`config.mk`:
```
export PLATFORM = sky130hd
export DESIGN_NAME = pmm_map_parser
export DESIGN_NICKNAME = d
export VERILOG_FILES = /design/src/inc/pmm_pkg.sv /design/src/hw/pmm_fifo.sv /design/src/hw/pmm_byte_shift.sv /design/src/hw/pmm_map_parser.sv
export SDC_FILE = /design/constraint.sdc
export NUM_CORES = 1
export LEC_CHECK = 0
export ABC_CLOCK_PERIOD_IN_PS = 18450
export BUFFER_PORTS_ARGS = -buffer_cell sky130_fd_sc_hd__buf_2
export CORE_UTILIZATION = 45
export CTS_CLUSTER_SIZE = 8
export DETAILED_ROUTE_END_ITERATION = 10
export SYNTH_ARGS = -nofsm -noshare
export SYNTH_HDL_FRONTEND = slang
export SYNTH_SLANG_ARGS = --single-unit
```
`constraint.sdc`:
```
create_clock -name clock -period 18.45 [get_ports clock]
set_input_delay 0.9225 -clock clock [delete_from_list [all_inputs] [get_ports clock]]
set_output_delay 0.9225 -clock clock [all_outputs]
set_load 0.02 [all_outputs]
```
`src/inc/pmm_pkg.sv`:
```
// Shared constants, states and carriers of the pipe multicast map parser.
// Assumes one clock; every user of it imports the whole package.
package pmm_pkg;

    // ----------------------------------------------------------------
    // Header values
    // ----------------------------------------------------------------
    localparam logic [2:0]  PMM_PKT_SIGNALING = 3'h4;
    localparam logic [7:0]  PMM_SIG_TYPE_MAP  = 8'h01;
    localparam logic [15:0] PMM_SIG_TYPE_EXT  = 16'hFFFF;
    localparam logic [1:0]  PMM_FMT_BINARY    = 2'h0;
    localparam logic [1:0]  PMM_ENC_BINARY    = 2'h0;
    localparam logic [2:0]  PMM_BASE_IPV4     = 3'h0;
    localparam logic [2:0]  PMM_BASE_COMP_IP  = 3'h2;

    // ----------------------------------------------------------------
    // Field layout
    // ----------------------------------------------------------------
    localparam int          PMM_IDENT_LSB     = 2;
    localparam int          PMM_FLAG_SUB_BIT  = 7;
    localparam int          PMM_FLAG_COMP_BIT = 6;
    localparam logic [1:0]  PMM_LAST_IP_BYTE  = 2'h3;
    localparam logic [1:0]  PMM_LAST_PT_BYTE  = 2'h1;
    localparam logic [7:0]  PMM_ONE_SESSION   = 8'h01;
    localparam int          PMM_FIFO_DEPTH    = 8;

    localparam logic [1:0]  PMM_ERR_NONE      = 2'h0;
    localparam logic [1:0]  PMM_ERR_SHORT     = 2'h1;
    localparam logic [1:0]  PMM_ERR_LONG      = 2'h2;

    typedef enum logic [3:0] {
        S_IDLE      = 4'h0,
        S_PIPE_ID   = 4'h1,
        S_SESS_CNT  = 4'h2,
        S_SRC_IP    = 4'h3,
        S_DST_IP    = 4'h4,
        S_SRC_PORT  = 4'h5,
        S_DST_PORT  = 4'h6,
        S_FLAGS     = 4'h7,
        S_SUBSTREAM = 4'h8,
        S_CONTEXT   = 4'h9,
        S_EMIT      = 4'hA,
        S_SKIP      = 4'hB
    } pmm_state_t;

    // ----------------------------------------------------------------
    // Carriers
    // ----------------------------------------------------------------
    typedef struct packed {
        logic [2:0]  pktType;
        logic [7:0]  sigType;
        logic [15:0] sigTypeExt;
        logic [1:0]  sigFormat;
        logic [1:0]  sigEncoding;
    } pmm_sig_hdr_t;

    typedef struct packed {
        pmm_sig_hdr_t hdr;
        logic         first;
        logic         last;
        logic [7:0]   data;
    } pmm_in_word_t;

    typedef struct packed {
        logic [5:0]  pipeIdent;
        logic [31:0] sourceIpv4;
        logic [31:0] destIpv4;
        logic [15:0] sourcePort;
        logic [15:0] destPort;
        logic        substreamPresent;
        logic        compressed;
        logic [7:0]  substreamIdent;
        logic [7:0]  compContextRef;
        logic [2:0]  expectBaseType;
    } pmm_record_t;

endpackage

```
`src/hw/pmm_fifo.sv`:
```
// Flop-based first-in first-out buffer with valid and ready on both sides.
// Assumes DEPTH is a power of two and one clock for both sides.
`timescale 1ns/1ns
`default_nettype none

module pmm_fifo #(
    parameter int WIDTH = 8,
    parameter int DEPTH = 8
) (
    // Clock and reset
    input  wire logic             clock,
    input  wire logic             rst,
    // Fill side
    input  wire logic             inValid,
    output logic                  inReady,
    input  wire logic [WIDTH-1:0] inData,
    // Drain side
    output logic                  outValid,
    input  wire logic             outReady,
    output logic [WIDTH-1:0]      outData
);
    localparam int AW = $clog2(DEPTH);

    logic [WIDTH-1:0] mem_r [DEPTH];
    logic [AW-1:0]    wrPtr_r;
    logic [AW-1:0]    rdPtr_r;
    logic [AW:0]      count_r;
    logic [AW:0]      count_nxt;
    logic             inReady_r;
    logic             push;
    logic             pop;

    assign push     = inValid && inReady_r;
    assign pop      = outValid && outReady;
    assign inReady  = inReady_r;
    assign outValid = (count_r != '0);
    assign outData  = mem_r[rdPtr_r];

    // ----------------------------------------------------------------
    // Storage
    // ----------------------------------------------------------------
    for (genvar g = 0; g < DEPTH; g++) begin : gEntry
        always_ff @(posedge clock or posedge rst) begin
            if (rst) begin
                mem_r[g] <= '0;
            end else if (push && (wrPtr_r == AW'(g))) begin
                mem_r[g] <= inData;
            end
        end
    end

    always_comb begin
        unique case ({push, pop})
            2'b10:   count_nxt = count_r + 1'b1;
            2'b01:   count_nxt = count_r - 1'b1;
            default: count_nxt = count_r;
        endcase
    end

    // ----------------------------------------------------------------
    // Pointers and level
    // ----------------------------------------------------------------
    always_ff @(posedge clock or posedge rst) begin
        if (rst) begin
            wrPtr_r   <= '0;
            rdPtr_r   <= '0;
            count_r   <= '0;
            inReady_r <= 1'b0;
        end else begin
            if (push) begin
                wrPtr_r <= wrPtr_r + 1'b1;
            end
            if (pop) begin
                rdPtr_r <= rdPtr_r + 1'b1;
            end
            count_r <= count_nxt;
            // Registered so the full flag reaches the source without a long path.
            inReady_r <= (count_nxt != (AW + 1)'(DEPTH));
        end
    end

endmodule // pmm_fifo

`default_nettype wire

```
`src/hw/pmm_byte_shift.sv`:
```
// Keeps the last four bytes of a field so wide fields assemble byte by byte.
// Assumes bytes arrive most significant first.
`timescale 1ns/1ns
`default_nettype none

module pmm_byte_shift (
    // Clock and reset
    input  wire logic        clock,
    input  wire logic        rst,
    // Byte in
    input  wire logic        shiftEn,
    input  wire logic [7:0]  byteIn,
    // Field including the present byte
    output logic [31:0]      word
);
    logic [31:0] hist_r;

    assign word = {hist_r[23:0], byteIn};

    always_ff @(posedge clock or posedge rst) begin
        if (rst) begin
            hist_r <= '0;
        end else if (shiftEn) begin
            hist_r <= word;
        end
    end

endmodule // pmm_byte_shift

`default_nettype wire

```
`src/hw/pmm_map_parser.sv`:
```
// Parses the pipe multicast map table out of link-layer signaling packets.
// Assumes the byte stream comes from logic on the same clock, one packet
// framed by first and last, with the signaling header beside each byte.
`timescale 1ns/1ns
`default_nettype none

module pmm_map_parser
    import pmm_pkg::*;
(
    // Clock and reset
    input  wire logic          clock,
    input  wire logic          rst,
    // Link-layer byte stream
    input  wire logic          inValid,
    output logic               inReady,
    input  wire pmm_in_word_t  inWord,
    // Session records
    output logic               recValid,
    input  wire logic          recReady,
    output pmm_record_t        recData,
    // Table status
    output logic               tableDone,
    output logic               tableError,
    output logic [1:0]         errorCause,
    output logic               busy,
    output logic [15:0]        tablesGood
);

    // ----------------------------------------------------------------
    // Buffer in the byte path
    // ----------------------------------------------------------------
    pmm_in_word_t fifoWord;
    logic         fifoValid;
    logic         popByte;

    pmm_fifo #(
        .WIDTH ($bits(pmm_in_word_t)),
        .DEPTH (PMM_FIFO_DEPTH)
    ) uFifo (
        .clock    (clock),
        .rst      (rst),
        .inValid  (inValid),
        .inReady  (inReady),
        .inData   (inWord),
        .outValid (fifoValid),
        .outReady (popByte),
        .outData  (fifoWord)
    );

    // ----------------------------------------------------------------
    // Working state
    // ----------------------------------------------------------------
    pmm_state_t  state_r;
    logic [5:0]  pipeLeft_r;
    logic [7:0]  sessLeft_r;
    logic [1:0]  fieldCnt_r;
    logic        lastSeen_r;
    logic        haveRec_r;
    pmm_record_t cur_r;
    logic        recValid_r;
    pmm_record_t recData_r;
    logic        tableDone_r;
    logic        tableError_r;
    logic [1:0]  errorCause_r;
    logic        busy_r;
    logic [15:0] tablesGood_r;

    logic [7:0]  inB;
    logic        isLast;
    logic        hdrOk;
    logic        startTable;
    logic        inTable;
    logic        toEmit;
    logic        emitGo;
    logic        complete;
    logic        okDone;
    logic        errLong;
    logic        errShort;
    logic        outFree;
    logic [31:0] fieldWord;

    assign inB     = fifoWord.data;
    assign isLast  = fifoWord.last;
    // While a finished record waits in S_EMIT for a free output the parser takes no bytes, so the
    // buffer fills and back-pressure reaches the demultiplexer.
    assign popByte = fifoValid && (state_r != S_EMIT);
    // A new record waits for an empty output, which leaves at least one idle
    // cycle between records at the cost of some throughput.
    assign outFree = !recValid_r;

    pmm_byte_shift uShift (
        .clock   (clock),
        .rst     (rst),
        .shiftEn (popByte),
        .byteIn  (inB),
        .word    (fieldWord)
    );

    // ----------------------------------------------------------------
    // Table recognition
    // ----------------------------------------------------------------
    assign hdrOk = (fifoWord.hdr.pktType == PMM_PKT_SIGNALING)
                && (fifoWord.hdr.sigType == PMM_SIG_TYPE_MAP)
                && (fifoWord.hdr.sigTypeExt == PMM_SIG_TYPE_EXT)
                && (fifoWord.hdr.sigFormat == PMM_FMT_BINARY)
                && (fifoWord.hdr.sigEncoding == PMM_ENC_BINARY);

    // A table starts only on the first byte of a packet.
    assign startTable = (state_r == S_IDLE) && fifoWord.first && hdrOk;

    assign inTable = startTable
                  || ((state_r != S_IDLE) && (state_r != S_SKIP)
                      && (state_r != S_EMIT));

    // Bytes that close a session entry, or a pipe with no sessions.
    always_comb begin
        unique case (state_r)
            S_SESS_CNT:  toEmit = (inB == 8'h00);
            S_FLAGS:     toEmit = !inB[PMM_FLAG_SUB_BIT] && !inB[PMM_FLAG_COMP_BIT];
            S_SUBSTREAM: toEmit = !cur_r.compressed;
            S_CONTEXT:   toEmit = 1'b1;
            default:     toEmit = 1'b0;
        endcase
    end

    assign emitGo   = (state_r == S_EMIT) && (!haveRec_r || outFree);
    assign complete = emitGo && (sessLeft_r <= PMM_ONE_SESSION)
                   && (pipeLeft_r == 6'h00);
    assign okDone   = complete && lastSeen_r;
    assign errLong  = complete && !lastSeen_r;
    assign errShort = (popByte && isLast && inTable && !toEmit)
                   || (emitGo && !complete && lastSeen_r);

    // ----------------------------------------------------------------
    // Sequencer
    // ----------------------------------------------------------------
    always_ff @(posedge clock or posedge rst) begin
        if (rst) begin
            state_r    <= S_IDLE;
            pipeLeft_r <= '0;
            sessLeft_r <= '0;
            fieldCnt_r <= '0;
            lastSeen_r <= 1'b0;
            haveRec_r  <= 1'b0;
        end else if (emitGo) begin
            haveRec_r <= 1'b0;
            if (complete) begin
                state_r <= lastSeen_r ? S_IDLE : S_SKIP;
            end else if (lastSeen_r) begin
                state_r <= S_IDLE;
            end else if (sessLeft_r <= PMM_ONE_SESSION) begin
                pipeLeft_r <= pipeLeft_r - 1'b1;
                state_r    <= S_PIPE_ID;
            end else begin
                sessLeft_r <= sessLeft_r - 1'b1;
                fieldCnt_r <= '0;
                state_r    <= S_SRC_IP;
            end
        end else if (popByte) begin
            if (errShort) begin
                state_r <= S_IDLE;
            end else if (toEmit) begin
                if (state_r == S_SESS_CNT) begin
                    sessLeft_r <= inB;
                end
                lastSeen_r <= isLast;
                haveRec_r  <= (state_r != S_SESS_CNT);
                state_r    <= S_EMIT;
            end else begin
                unique case (state_r)
                    S_IDLE: begin
                        if (startTable) begin
                            pipeLeft_r <= inB[7:PMM_IDENT_LSB];
                            state_r    <= S_PIPE_ID;
                        end else if (fifoWord.first && !isLast) begin
                            state_r <= S_SKIP;
                        end
                    end
                    S_PIPE_ID: begin
                        state_r <= S_SESS_CNT;
                    end
                    S_SESS_CNT: begin
                        sessLeft_r <= inB;
                        fieldCnt_r <= '0;
                        state_r    <= S_SRC_IP;
                    end
                    S_SRC_IP, S_DST_IP: begin
                        fieldCnt_r <= fieldCnt_r + 1'b1;
                        if (fieldCnt_r == PMM_LAST_IP_BYTE) begin
                            fieldCnt_r <= '0;
                            state_r    <= (state_r == S_SRC_IP) ? S_DST_IP : S_SRC_PORT;
                        end
                    end
                    S_SRC_PORT, S_DST_PORT: begin
                        fieldCnt_r <= fieldCnt_r + 1'b1;
                        if (fieldCnt_r == PMM_LAST_PT_BYTE) begin
                            fieldCnt_r <= '0;
                            state_r    <= (state_r == S_SRC_PORT) ? S_DST_PORT : S_FLAGS;
                        end
                    end
                    S_FLAGS: begin
                        state_r <= inB[PMM_FLAG_SUB_BIT] ? S_SUBSTREAM : S_CONTEXT;
                    end
                    S_SUBSTREAM: begin
                        state_r <= S_CONTEXT;
                    end
                    S_SKIP: begin
                        if (isLast) begin
                            state_r <= S_IDLE;
                        end
                    end
                    default: begin
                        state_r <= S_IDLE;
                    end
                endcase
            end
        end
    end

    // ----------------------------------------------------------------
    // Session entry capture
    // ----------------------------------------------------------------
    always_ff @(posedge clock or posedge rst) begin
        if (rst) begin
            cur_r <= '0;
        end else if (popByte) begin
            unique case (state_r)
                S_PIPE_ID: begin
                    cur_r.pipeIdent <= inB[7:PMM_IDENT_LSB];
                end
                S_SRC_IP: begin
                    cur_r.sourceIpv4 <= fieldWord;
                end
                S_DST_IP: begin
                    cur_r.destIpv4 <= fieldWord;
                end
                S_SRC_PORT: begin
                    cur_r.sourcePort <= fieldWord[15:0];
                end
                S_DST_PORT: begin
                    cur_r.destPort <= fieldWord[15:0];
                end
                S_FLAGS: begin
                    cur_r.substreamPresent <= inB[PMM_FLAG_SUB_BIT];
                    cur_r.compressed       <= inB[PMM_FLAG_COMP_BIT];
                    // Absent optional bytes read as zero in the record.
                    cur_r.substreamIdent   <= 8'h00;
                    cur_r.compContextRef   <= 8'h00;
                    cur_r.expectBaseType   <= inB[PMM_FLAG_COMP_BIT]
                                            ? PMM_BASE_COMP_IP
                                            : PMM_BASE_IPV4;
                end
                S_SUBSTREAM: begin
                    cur_r.substreamIdent <= inB;
                end
                S_CONTEXT: begin
                    cur_r.compContextRef <= inB;
                end
                default: begin
                    cur_r <= cur_r;
                end
            endcase
        end
    end

    // ----------------------------------------------------------------
    // Record output
    // ----------------------------------------------------------------
    always_ff @(posedge clock or posedge rst) begin
        if (rst) begin
            recValid_r <= 1'b0;
            recData_r  <= '0;
        end else if (emitGo && haveRec_r) begin
            recValid_r <= 1'b1;
            recData_r  <= cur_r;
        end else if (recReady) begin
            recValid_r <= 1'b0;
        end
    end

    // ----------------------------------------------------------------
    // Table status
    // ----------------------------------------------------------------
    // Records already handed out cannot be recalled; the error pulse tells
    // the consumer to drop what it holds of the current table.
    always_ff @(posedge clock or posedge rst) begin
        if (rst) begin
            tableDone_r  <= 1'b0;
            tableError_r <= 1'b0;
            errorCause_r <= PMM_ERR_NONE;
            busy_r       <= 1'b0;
            tablesGood_r <= '0;
        end else begin
            tableDone_r  <= okDone;
            tableError_r <= errShort || errLong;
            if (errShort) begin
                errorCause_r <= PMM_ERR_SHORT;
            end else if (errLong) begin
                errorCause_r <= PMM_ERR_LONG;
            end else if (okDone) begin
                errorCause_r <= PMM_ERR_NONE;
            end
            busy_r <= (state_r != S_IDLE) || startTable;
            if (okDone) begin
                tablesGood_r <= tablesGood_r + 1'b1;
            end
        end
    end

    assign recValid   = recValid_r;
    assign recData    = recData_r;
    assign tableDone  = tableDone_r;
    assign tableError = tableError_r;
    assign errorCause = errorCause_r;
    assign busy       = busy_r;
    assign tablesGood = tablesGood_r;

endmodule // pmm_map_parser

`default_nettype wire

```
==> flow_summary.toml, run 1 <==
[finish]
num-fill-cells = 4956
layout.cells.most_common = "dfrtp_1"
area_growth_pct = 15.9
final_cells = 2851
seqCellArea_um2 = 16200
layout_common_cells = "646 x dfrtp_1, 532 x mux2_2, 188 x buf_2"
multi_input_area_um2 = 9830
drive_gt1_share_pct = 44.0
final_net_count = 2137

[die]
ioPinCount = 191
start_util_pct = 45.7
core_um2 = 57900
floorplan.rows = 88
die_y_um = 245
chipWidth_um = 245
dieArea_um2 = 59800

[sta]
worst_pin_slew_ns = 1.20
fin_skew_ns = 0.0182
timing.fmax_ghz = 0.258
fin_ws_ns = 14.58
min_period_ns = 3.87
rsz0062_at_grt = "false"
min_period_over_period_pct = 21.0
fin_setup_tns_ns = 0
slew_violations = 0
setup_viol_count_final = 0
slew_headroom_pct = 19.6
hold_viol = 0

[drt]
dr.pass1.iters = 5
wl_per_cell_um = 21.0
routed_via_density = 5.55
route.met2.wl_um = 29600
m1WireLength_um = 26800
vias = 15800
dr_wl_met3_um = 2040
drc = 0
drtIter0Drc = 933
postRouteWirelength_um = 59800
drt.antenna.violating_nets = 0
top_layer = "met5"

[worst_setup_path]
worstSetupPathType = "primary input to async pin"
path_max_fanout = 181
cp-end-kind = "async pin"
worstPathArrival_ns = 4.46
crit_chain = "buf_2, clkinvlp_4, buf_12, buf_4, buf_4"
start_kind = "primary input"
crit_top_cell = "buf_4"
cp.required_ns = 19.04
slowest_delay_ns = 0.93
slowest_stage = "buf_4"

[global_routing]
overflow = 0
grt_max_degree = 182
antenna_found_initial = 6
grt_pass1_vias = 16800
grt_usage_pct = 20.6
grt_pass1_wl_um = 95800

[synth]
synth.distinct_cells = 83
netlist_area_um2 = 26500
yosysTopAreaCell = "dfrtp_1"
synth_seq_area_share_pct = 61.2
synth_area_per_cell_um2 = 14.3
synthFlopType = "dfrtp_1"
yosysTopAreaCellShare_pct = 61.2
async_flop_share_pct = 100
synthesis.yosys.warnings = 0
synth.area.top_cells = "dfrtp_1 61%, mux2_2 23%, mux4_2 1.7%"
synth_cells = 1856
ys_ff_latch = 647
synth_edf_count = 0

[clock_tree]
clk-insertion-delay-late_ns = 0.62
htreeDepth = 3
tritoncts = "done"
cts_resized = 0
post_cts.repair.setup_buffers = 0
clockBufferDepth = 3
clkTransAtPathRegs_ns = 0.05
postCtsHoldBufs = 0
cts_root_buf = "clkbuf_16"
cts_sinks = 647
numCtsBuffers = 91

[run_status]
status = "complete, no violations"

[job]
max_cap_viol_count = 0

[placed_design]
place_inst = 2746
io_buffer_count = 188
place_congestion = 0.806
place_ws_ns = 13.75
post-dp-hpwl_um = 37900

[power_and_ir_drop]
leakage_nw = 14.2
power_density_nw_per_um2 = 192
p_switching_mw = 1.98
clkPwrFrac_pct = 24.7
peakVddDrop_mv = 0.0876
p_int_mw = 3.92
combPwrFrac_pct = 33.6
p_sw_share_pct = 33.5
power.share.sequential_pct = 41.7

[hold_path]
hold_class = "register to register"
==> registers in the layout, indices dropped and copies added, names as in the netlist, 2 cells and up <==
signal / count
errorCause: 2
tablesGood: 16
fieldCnt_r: 2
sessLeft_r: 8
uFifo.wrPtr_r: 3
uFifo.mem_r: 328
uFifo.rdPtr_r: 3
pipeLeft_r: 6
state_r: 4
cur_r: 120
recData: 120
uShift.hist_r: 24
uFifo.count_r: 4
==> through the flow <==
step                      area (um2)  hold slack [ns]  util (%)  power, mW
after CTS                      30700            0.476      52.9       5.97
after floorplan                26500            0.446         -       3.84
after detailed placement       28200            0.469      48.8       4.48
after global routing           30700            0.495      53.0       6.25
final                          30700            0.474      53.0       5.89
after global placement         28200            0.458      48.8       4.39
==> logic make-up after synthesis <==
| kind of cell | after synthesis | share of synthesized area, % |
|---|---|---|
| flip-flops | 647 | 61.2 |
| buffers and inverters | 118 | 1.95 |
| adder cells (fa/ha/maj) | 18 | 0.879 |
| XOR/XNOR | 22 | 0.728 |
| other | 1 | 0.0142 |
| multiplexers | 565 | 24.9 |
| AND/OR/NAND/NOR | 317 | 6.28 |
| AO/OA/AOI/OAI | 168 | 4.11 |
==> layer usage <==
metal / GRT usage [%] / vias up
met4: 6.25 / 6
met1: 27.4 / 8283
met5: 0 / -
met3: 3.68 / 105
met2: 34.6 / 314
li1: - / 7107
==> synth_stat cells, drive strengths merged, types with 20 or more instances <==
master	count
a21oi	39
mux4	20
mux2	533
dfrtp	647
nand2	104
nand4	24
inv	25
clkbuf	41
nor2	67
o21ai	69
buf	52
nand3	24
==> worst paths after layout <==
kind / end / slack [ns] / cells after the start / from
max reg2reg: pipeLeft_r[4] / 14.79 / 9 / uFifo.rdPtr_r[1]
min: cur_r[87] / 0.47 / 2 / cur_r[87]
min reg2reg: cur_r[87] / 0.47 / 2 / cur_r[87]
max: uFifo.mem_r[317] / 14.58 / 5 / rst
min in group asynchronous: recData[37] / 0.49 / 2 / rst
max in group clock: pipeLeft_r[4] / 14.79 / 9 / uFifo.rdPtr_r[1]
==> cell type report <==
cell class,count,share of cell area [%]
tap,765,3.12
multi-input combinational,1092,32.1
inverter,25,0.318
clock buffer,97,7.67
clock inverter,6,0.204
timing repair buffer,217,3.82
antenna,2,0.0163
sequential,647,52.8
==> power by group through the flow <==
stage / Sequential (mW) / Combinational (mW) / Clock (mW)
final: 2.46 / 1.98 / 1.46
after CTS: 2.46 / 2.01 / 1.50
after detailed placement: 2.48 / 2.00 / 0
after global routing: 2.54 / 2.15 / 1.56
after floorplan: 2.48 / 1.36 / 0
after global placement: 2.45 / 1.94 / 0
==> worst max-delay path, delay by kind of cell <==
family                 cells  cell delay (ns)
buffers and inverters      5             3.30
Power figures use the tool's default switching activity.
==> run 2, diff against run 1 <==
--- a/config.mk
+++ b/config.mk
@@ -5,7 +5,7 @@
 export SDC_FILE = /design/constraint.sdc
 export NUM_CORES = 1
 export LEC_CHECK = 0
-export ABC_CLOCK_PERIOD_IN_PS = 18450
+export ABC_CLOCK_PERIOD_IN_PS = 3560
 export BUFFER_PORTS_ARGS = -buffer_cell sky130_fd_sc_hd__buf_2
 export CORE_UTILIZATION = 45
 export CTS_CLUSTER_SIZE = 8
==> constraint.sdc (replaced) <==
create_clock -name clock -period 3.56 [get_ports clock]
set_input_delay 0.178 -clock clock [delete_from_list [all_inputs] [get_ports clock]]
set_output_delay 0.178 -clock clock [all_outputs]
set_load 0.02 [all_outputs]
==> run 2 against run 1 <==
First-iteration DRC count rose by 11%; critical endpoint is now state_r[0]; register-to-register slack got worse by 15 ns; wire length rose by 1.4%; setup slack got worse by 14 ns; clock-buffer cell count fell by 1; cell area rose by 2.5%; clock skew rose by 0.013 ns; highest routed layer unchanged; combinational power rose to 5.4 times the previous value; via count rose by 0.68%; global-route usage rose by 0.25 points; clock power rose to 5.2 times the previous value.
==> flow_summary.toml, run 2 (synthesis gave the netlist of run 1 again) <==
[run_status]
status = "complete, no violations"

[sta]
worst_pin_slew_ns = 1.03
hold_viol = 0
setup_viol_count_final = 0
min_period_over_period_pct = 95.1
timing.fmax_ghz = 0.295
slew_violations = 0
min_period_ns = 3.39
fin_skew_ns = 0.0311
slew_headroom_pct = 31.1
fin_setup_tns_ns = 0
rsz0062_at_grt = "false"
fin_ws_ns = 0.173

[die]
floorplan.rows = 88
start_util_pct = 45.7
chipWidth_um = 245
die_y_um = 245
dieArea_um2 = 59800
core_um2 = 57900
ioPinCount = 191

[clock_tree]
cts_root_buf = "clkbuf_16"
numCtsBuffers = 91
tritoncts = "done"
clockBufferDepth = 3
clkTransAtPathRegs_ns = 0.06
cts_sinks = 647
clk-insertion-delay-late_ns = 0.62
cts_resized = 0
htreeDepth = 3

[global_routing]
overflow = 0
grt_max_degree = 91
grt_pass1_wl_um = 96700
grt_pass1_vias = 16700
grt_usage_pct = 20.9
antenna_found_initial = 3

[drt]
vias = 15900
postRouteWirelength_um = 60600
drt.antenna.violating_nets = 0
wl_per_cell_um = 20.8
drc = 0
routed_via_density = 5.46
dr.pass1.iters = 5
drtIter0Drc = 1033

[worst_setup_path]
rr_worst_depth = 10
worstSetupPathType = "register to register"
crit_start = "uFifo.rdPtr_r[0]"
worstPathArrival_ns = 3.88
slowest_stage = "dfrtp_2"
start_kind = "register"
slowest_delay_ns = 0.59
r2r_setup_slack_ns = 0.17
path_max_fanout = 28
cp-end-kind = "register"
r2r-end = "state_r[0]"
crit_chain = "buf_4, nor4b_1, nand2_1, a221oi_1, buf_4, nor2_1, o211ai_2, nand2_1, a41oi_4, mux2_4"
cp.required_ns = 4.06
r2r_start = "uFifo.rdPtr_r[0]"
crit_end = "state_r[0]"

[placed_design]
place_area_um2 = 28600
place_ws_ns = 0.216
place_inst = 2773
place_congestion = 0.835
post-dp-hpwl_um = 39500
io_buffer_count = 188

[finish]
final_area_um2 = 31400
area_growth_pct = 18.7
layout_common_cells = "646 x dfrtp_1, 532 x mux2_2, 188 x buf_2"
largest_reg_flops = 328
drive_gt1_share_pct = 43.9
final_net_count = 2206
layout.cells.most_common = "dfrtp_1"
final_cells = 2917
largest-register = "uFifo.mem_r"

[job]
max_cap_viol_count = 0

[power_and_ir_drop]
leakage_nw = 14.6
power_density_nw_per_um2 = 979
peakVddDrop_mv = 0.500

[hold_path]
hold_depth = 2
hold_class = "primary input to register"
[run 2: cell types whose count changed in the layout (fill, tap and decap cells not counted), sizes merged]
cell         before  now
buf             217  244
clkbuf           97   96
clkinv            0    4
clkinvlp          2    1
diode             2    1
dlygate4sd3       0   42
inv              29   25
[run 2: timing repair]
action,in CTS,in global routing
setup buffers,0,0
hold buffers,42,0
endpoints found under the hold margin,330,0
[run 2: report_power, final]
part           total [mW]  internal [mW]  switching [mW]
sequential           12.7           10.8            1.92
combinational        10.6           5.13            5.44
clock                7.52           4.59            2.93
[run 2: worst min-delay path by stage]
stage / start / endpoint / slack (ns)
5_1_grt: inWord[26] / uFifo.mem_r[67] / 0.02
4_1_cts: inWord[26] / uFifo.mem_r[67] / 0.002
6_report: inWord[26] / uFifo.mem_r[272] / 0.03
3_5_place_dp: recReady / recValid / 0.38
2_1_floorplan: recReady / recValid / 0.27
3_3_place_gp: recReady / recValid / 0.37
[run 2: per-layer routing]
layer	global-route usage, %	wire length, um
met4	6.10	1050
met2	34.6	29800
met5	0	26
met1	28.1	27200
met3	3.85	2570
[run 2: final cells by class]
| class | instances | area [um2] |
|---|---|---|
| Timing Repair Buffer | 286 | 1920 |
| Fill cell | 4841 | 26500 |
| Inverter | 25 | 97.6 |
| Sequential cell | 647 | 16200 |
| Multi-Input combinational cell | 1092 | 9830 |
| Tap cell | 765 | 957 |
| Antenna cell | 1 | 2.50 |
| Clock inverter | 5 | 76.3 |
| Clock buffer | 96 | 2350 |
[run 2: critical path, delay by kind of cell, from the launching register on]
family                 cells  cell delay (ns)
AO/OA/AOI/OAI              3             1.00
buffers and inverters      2             0.66
flip-flops                 1             0.59
multiplexers               1             0.32
AND/OR/NAND/NOR            4             0.68
[run 2: through the flow]
| step | hold WS (ns) | utilization, % | total power [mW] |
|---|---|---|---|
| 3_3_place_gp | 0.373 | 49.3 | 23.0 |
| 2_1_floorplan | 0.274 | - | 19.9 |
| 6_report | 0.0342 | 54.3 | 30.8 |
| 5_1_grt | 0.0206 | 54.3 | 32.6 |
| 3_5_place_dp | 0.377 | 49.3 | 23.4 |
| 4_1_cts | 0.00190 | 54.3 | 31.2 |
==> run 3, diff against run 2 <==
--- a/config.mk
+++ b/config.mk
@@ -5,7 +5,7 @@
 export SDC_FILE = /design/constraint.sdc
 export NUM_CORES = 1
 export LEC_CHECK = 0
-export ABC_CLOCK_PERIOD_IN_PS = 3560
+export ABC_CLOCK_PERIOD_IN_PS = 3600
 export BUFFER_PORTS_ARGS = -buffer_cell sky130_fd_sc_hd__buf_2
 export CORE_UTILIZATION = 45
 export CTS_CLUSTER_SIZE = 8
==> constraint.sdc (replaced) <==
create_clock -name clock -period 3.6 [get_ports clock]
set_input_delay 0.18 -clock clock [delete_from_list [all_inputs] [get_ports clock]]
set_output_delay 0.18 -clock clock [all_outputs]
set_load 0.02 [all_outputs]
==> run 3 against run 2 <==
Clock-buffer cell count up 3; power down 0.63%; first-iteration DRC count down 25%; global-route usage up 0.22 points; clock power up 1%; critical path depth down 2; via count up 0.40%; wire length up 0.31%; largest power group unchanged; highest routed layer is now met4.
==> flow_summary.toml, run 3 (synthesis gave the netlist of run 1 again) <==
[run_status]
status = "complete, no violations"

[global_routing]
overflow = 0
grt_usage_pct = 21.1
grt_pass1_vias = 17100
antenna_found_initial = 0
grt_pass1_wl_um = 98300
grt_max_degree = 92

[sta]
setup_viol_count_final = 0
min_period_ns = 3.32
rsz0062_at_grt = "false"
min_period_over_period_pct = 92.3
slew_violations = 0
fin_skew_ns = 0.0262
hold_viol = 0
worst_pin_slew_ns = 1.01
slew_headroom_pct = 32.5
timing.fmax_ghz = 0.301

[finish]
final_net_count = 2204
num-fill-cells = 4829
largest_reg_flops = 328
drive_gt1_share_pct = 43.8
area_growth_pct = 19.0
largest-register = "uFifo.mem_r"
layout_common_cells = "646 x dfrtp_1, 532 x mux2_2, 188 x buf_2"
final_area_um2 = 31500
diodes = 0
layout.cells.most_common = "dfrtp_1"

[clock_tree]
cts_root_buf = "clkbuf_16"
clockBufferDepth = 3
post_cts.repair.setup_buffers = 0
clkTransAtPathRegs_ns = 0.05
tritoncts = "done"
numCtsBuffers = 91
cts_sinks = 647
clk-insertion-delay-late_ns = 0.63
htreeDepth = 3

[die]
dieArea_um2 = 59800
start_util_pct = 45.7
ioPinCount = 191
die_y_um = 245
chipWidth_um = 245
floorplan.rows = 88
core_um2 = 57900

[worst_setup_path]
path_max_fanout = 25
worstPathArrival_ns = 3.84
worstSetupPathType = "register to register"
start_kind = "register"
cp.required_ns = 4.12
cp-end-kind = "register"

[drt]
dr.pass1.iters = 5
routed_via_density = 5.48
top_layer = "met4"
wl_per_cell_um = 20.9
drtIter0Drc = 773
vias = 16000
dr_wl_met3_um = 1800
drc = 0
drt.antenna.violating_nets = 0
m1WireLength_um = 27300
route.met2.wl_um = 30400
postRouteWirelength_um = 60800

[power_and_ir_drop]
p_switching_mw = 10.2
finalPower_mw = 30.6
power.share.sequential_pct = 41.1
p_sw_share_pct = 33.4
clkPwrFrac_pct = 24.9
p_int_mw = 20.4
power_density_nw_per_um2 = 971
combPwrFrac_pct = 34.0
leakage_nw = 14.6
peakVddDrop_mv = 0.519

[placed_design]
io_buffer_count = 188
post-dp-hpwl_um = 39700
place_congestion = 0.866
place_area_um2 = 28600

[job]
max_cap_viol_count = 0

[hold_path]
hold_class = "primary input to register"
## run 3: cell types whose count changed in the layout (fill, tap and decap cells not counted)
cell and change:
buf_12 +4, clkinv_16 -1, diode_2 -1, inv_16 +1, bufinv_16 +1, inv_6 +1
clkbuf_8 -2, buf_4 -6, clkinv_8 -1, clkbuf_1 +3, clkinv_2 -1, clkbuf_16 +2
## run 3: repair_timing
| action | 4_1_cts | 5_1_grt |
|---|---|---|
| resized for setup | 0 | 0 |
| hold endpoints to repair | 336 | 0 |
| hold buffers | 42 | 0 |
## run 3: layout make-up
class                           instances  area, um2  area share (%)
Sequential cell                       647      16200            51.4
Multi-Input combinational cell       1092       9830            31.2
Clock buffer                           99       2380            7.56
Timing Repair Buffer                  284       1950            6.21
Tap cell                              765        957            3.04
Inverter                               25       97.6           0.310
Clock inverter                          5       83.8           0.266
## run 3: critical path, stage by stage, from the launching register on
cell and delay, ns:
dfrtp_2 0.61, or4_1 0.59, nor4_1 0.31, o21ai_1 0.17, a221o_1 0.47, o22ai_4 0.31, o31ai_2 0.14, a41oi_4 0.30
mux2_4 0.32
## run 3: power by group through the flow
stage               registers (mW)  logic, mW  clock network [mW]
floorplan                     12.7       6.95                   0
global placement              12.5       10.2                   0
detailed placement            12.7       10.5                   0
CTS                           12.6       10.5                7.82
global route                  13.0       11.3                8.11
finish                        12.6       10.4                7.61
## run 3: per-layer routing
layer  global-route usage, %  vias up
met4                    6.34        0
met3                    3.44      100
li1                        -     7220
met1                    27.9     8371
met5                       0        -
met2                    35.7      294
## run 3: final timing paths
check                                  from               end  slack [ns]  cells past startpoint
min                              inWord[26]  uFifo.mem_r[231]        0.04                      2
max reg2reg                uFifo.rdPtr_r[0]        state_r[0]        0.28                      8
min reg2reg                  tablesGood[15]    tablesGood[15]        0.47                      1
max in group asynchronous               rst     sessLeft_r[6]        2.19                      5
max                        uFifo.rdPtr_r[0]        state_r[0]        0.28                      8
min in group asynchronous               rst  uFifo.mem_r[261]        0.29                      3
## run 3: stage by stage
step	worst slack, ns	utilization, %	std cells	setup TNS (ns)	hold slack [ns]
detailed placement	0.293	49.4	2771	0	0.380
global placement	0.400	49.4	2771	0	0.376
floorplan	-5.42	-	1857	-3507.15	0.276
CTS	0.297	54.4	2917	0	0.00605
finish	0.277	54.4	2917	0	0.0394
global route	0.135	54.4	2917	0	0.0276
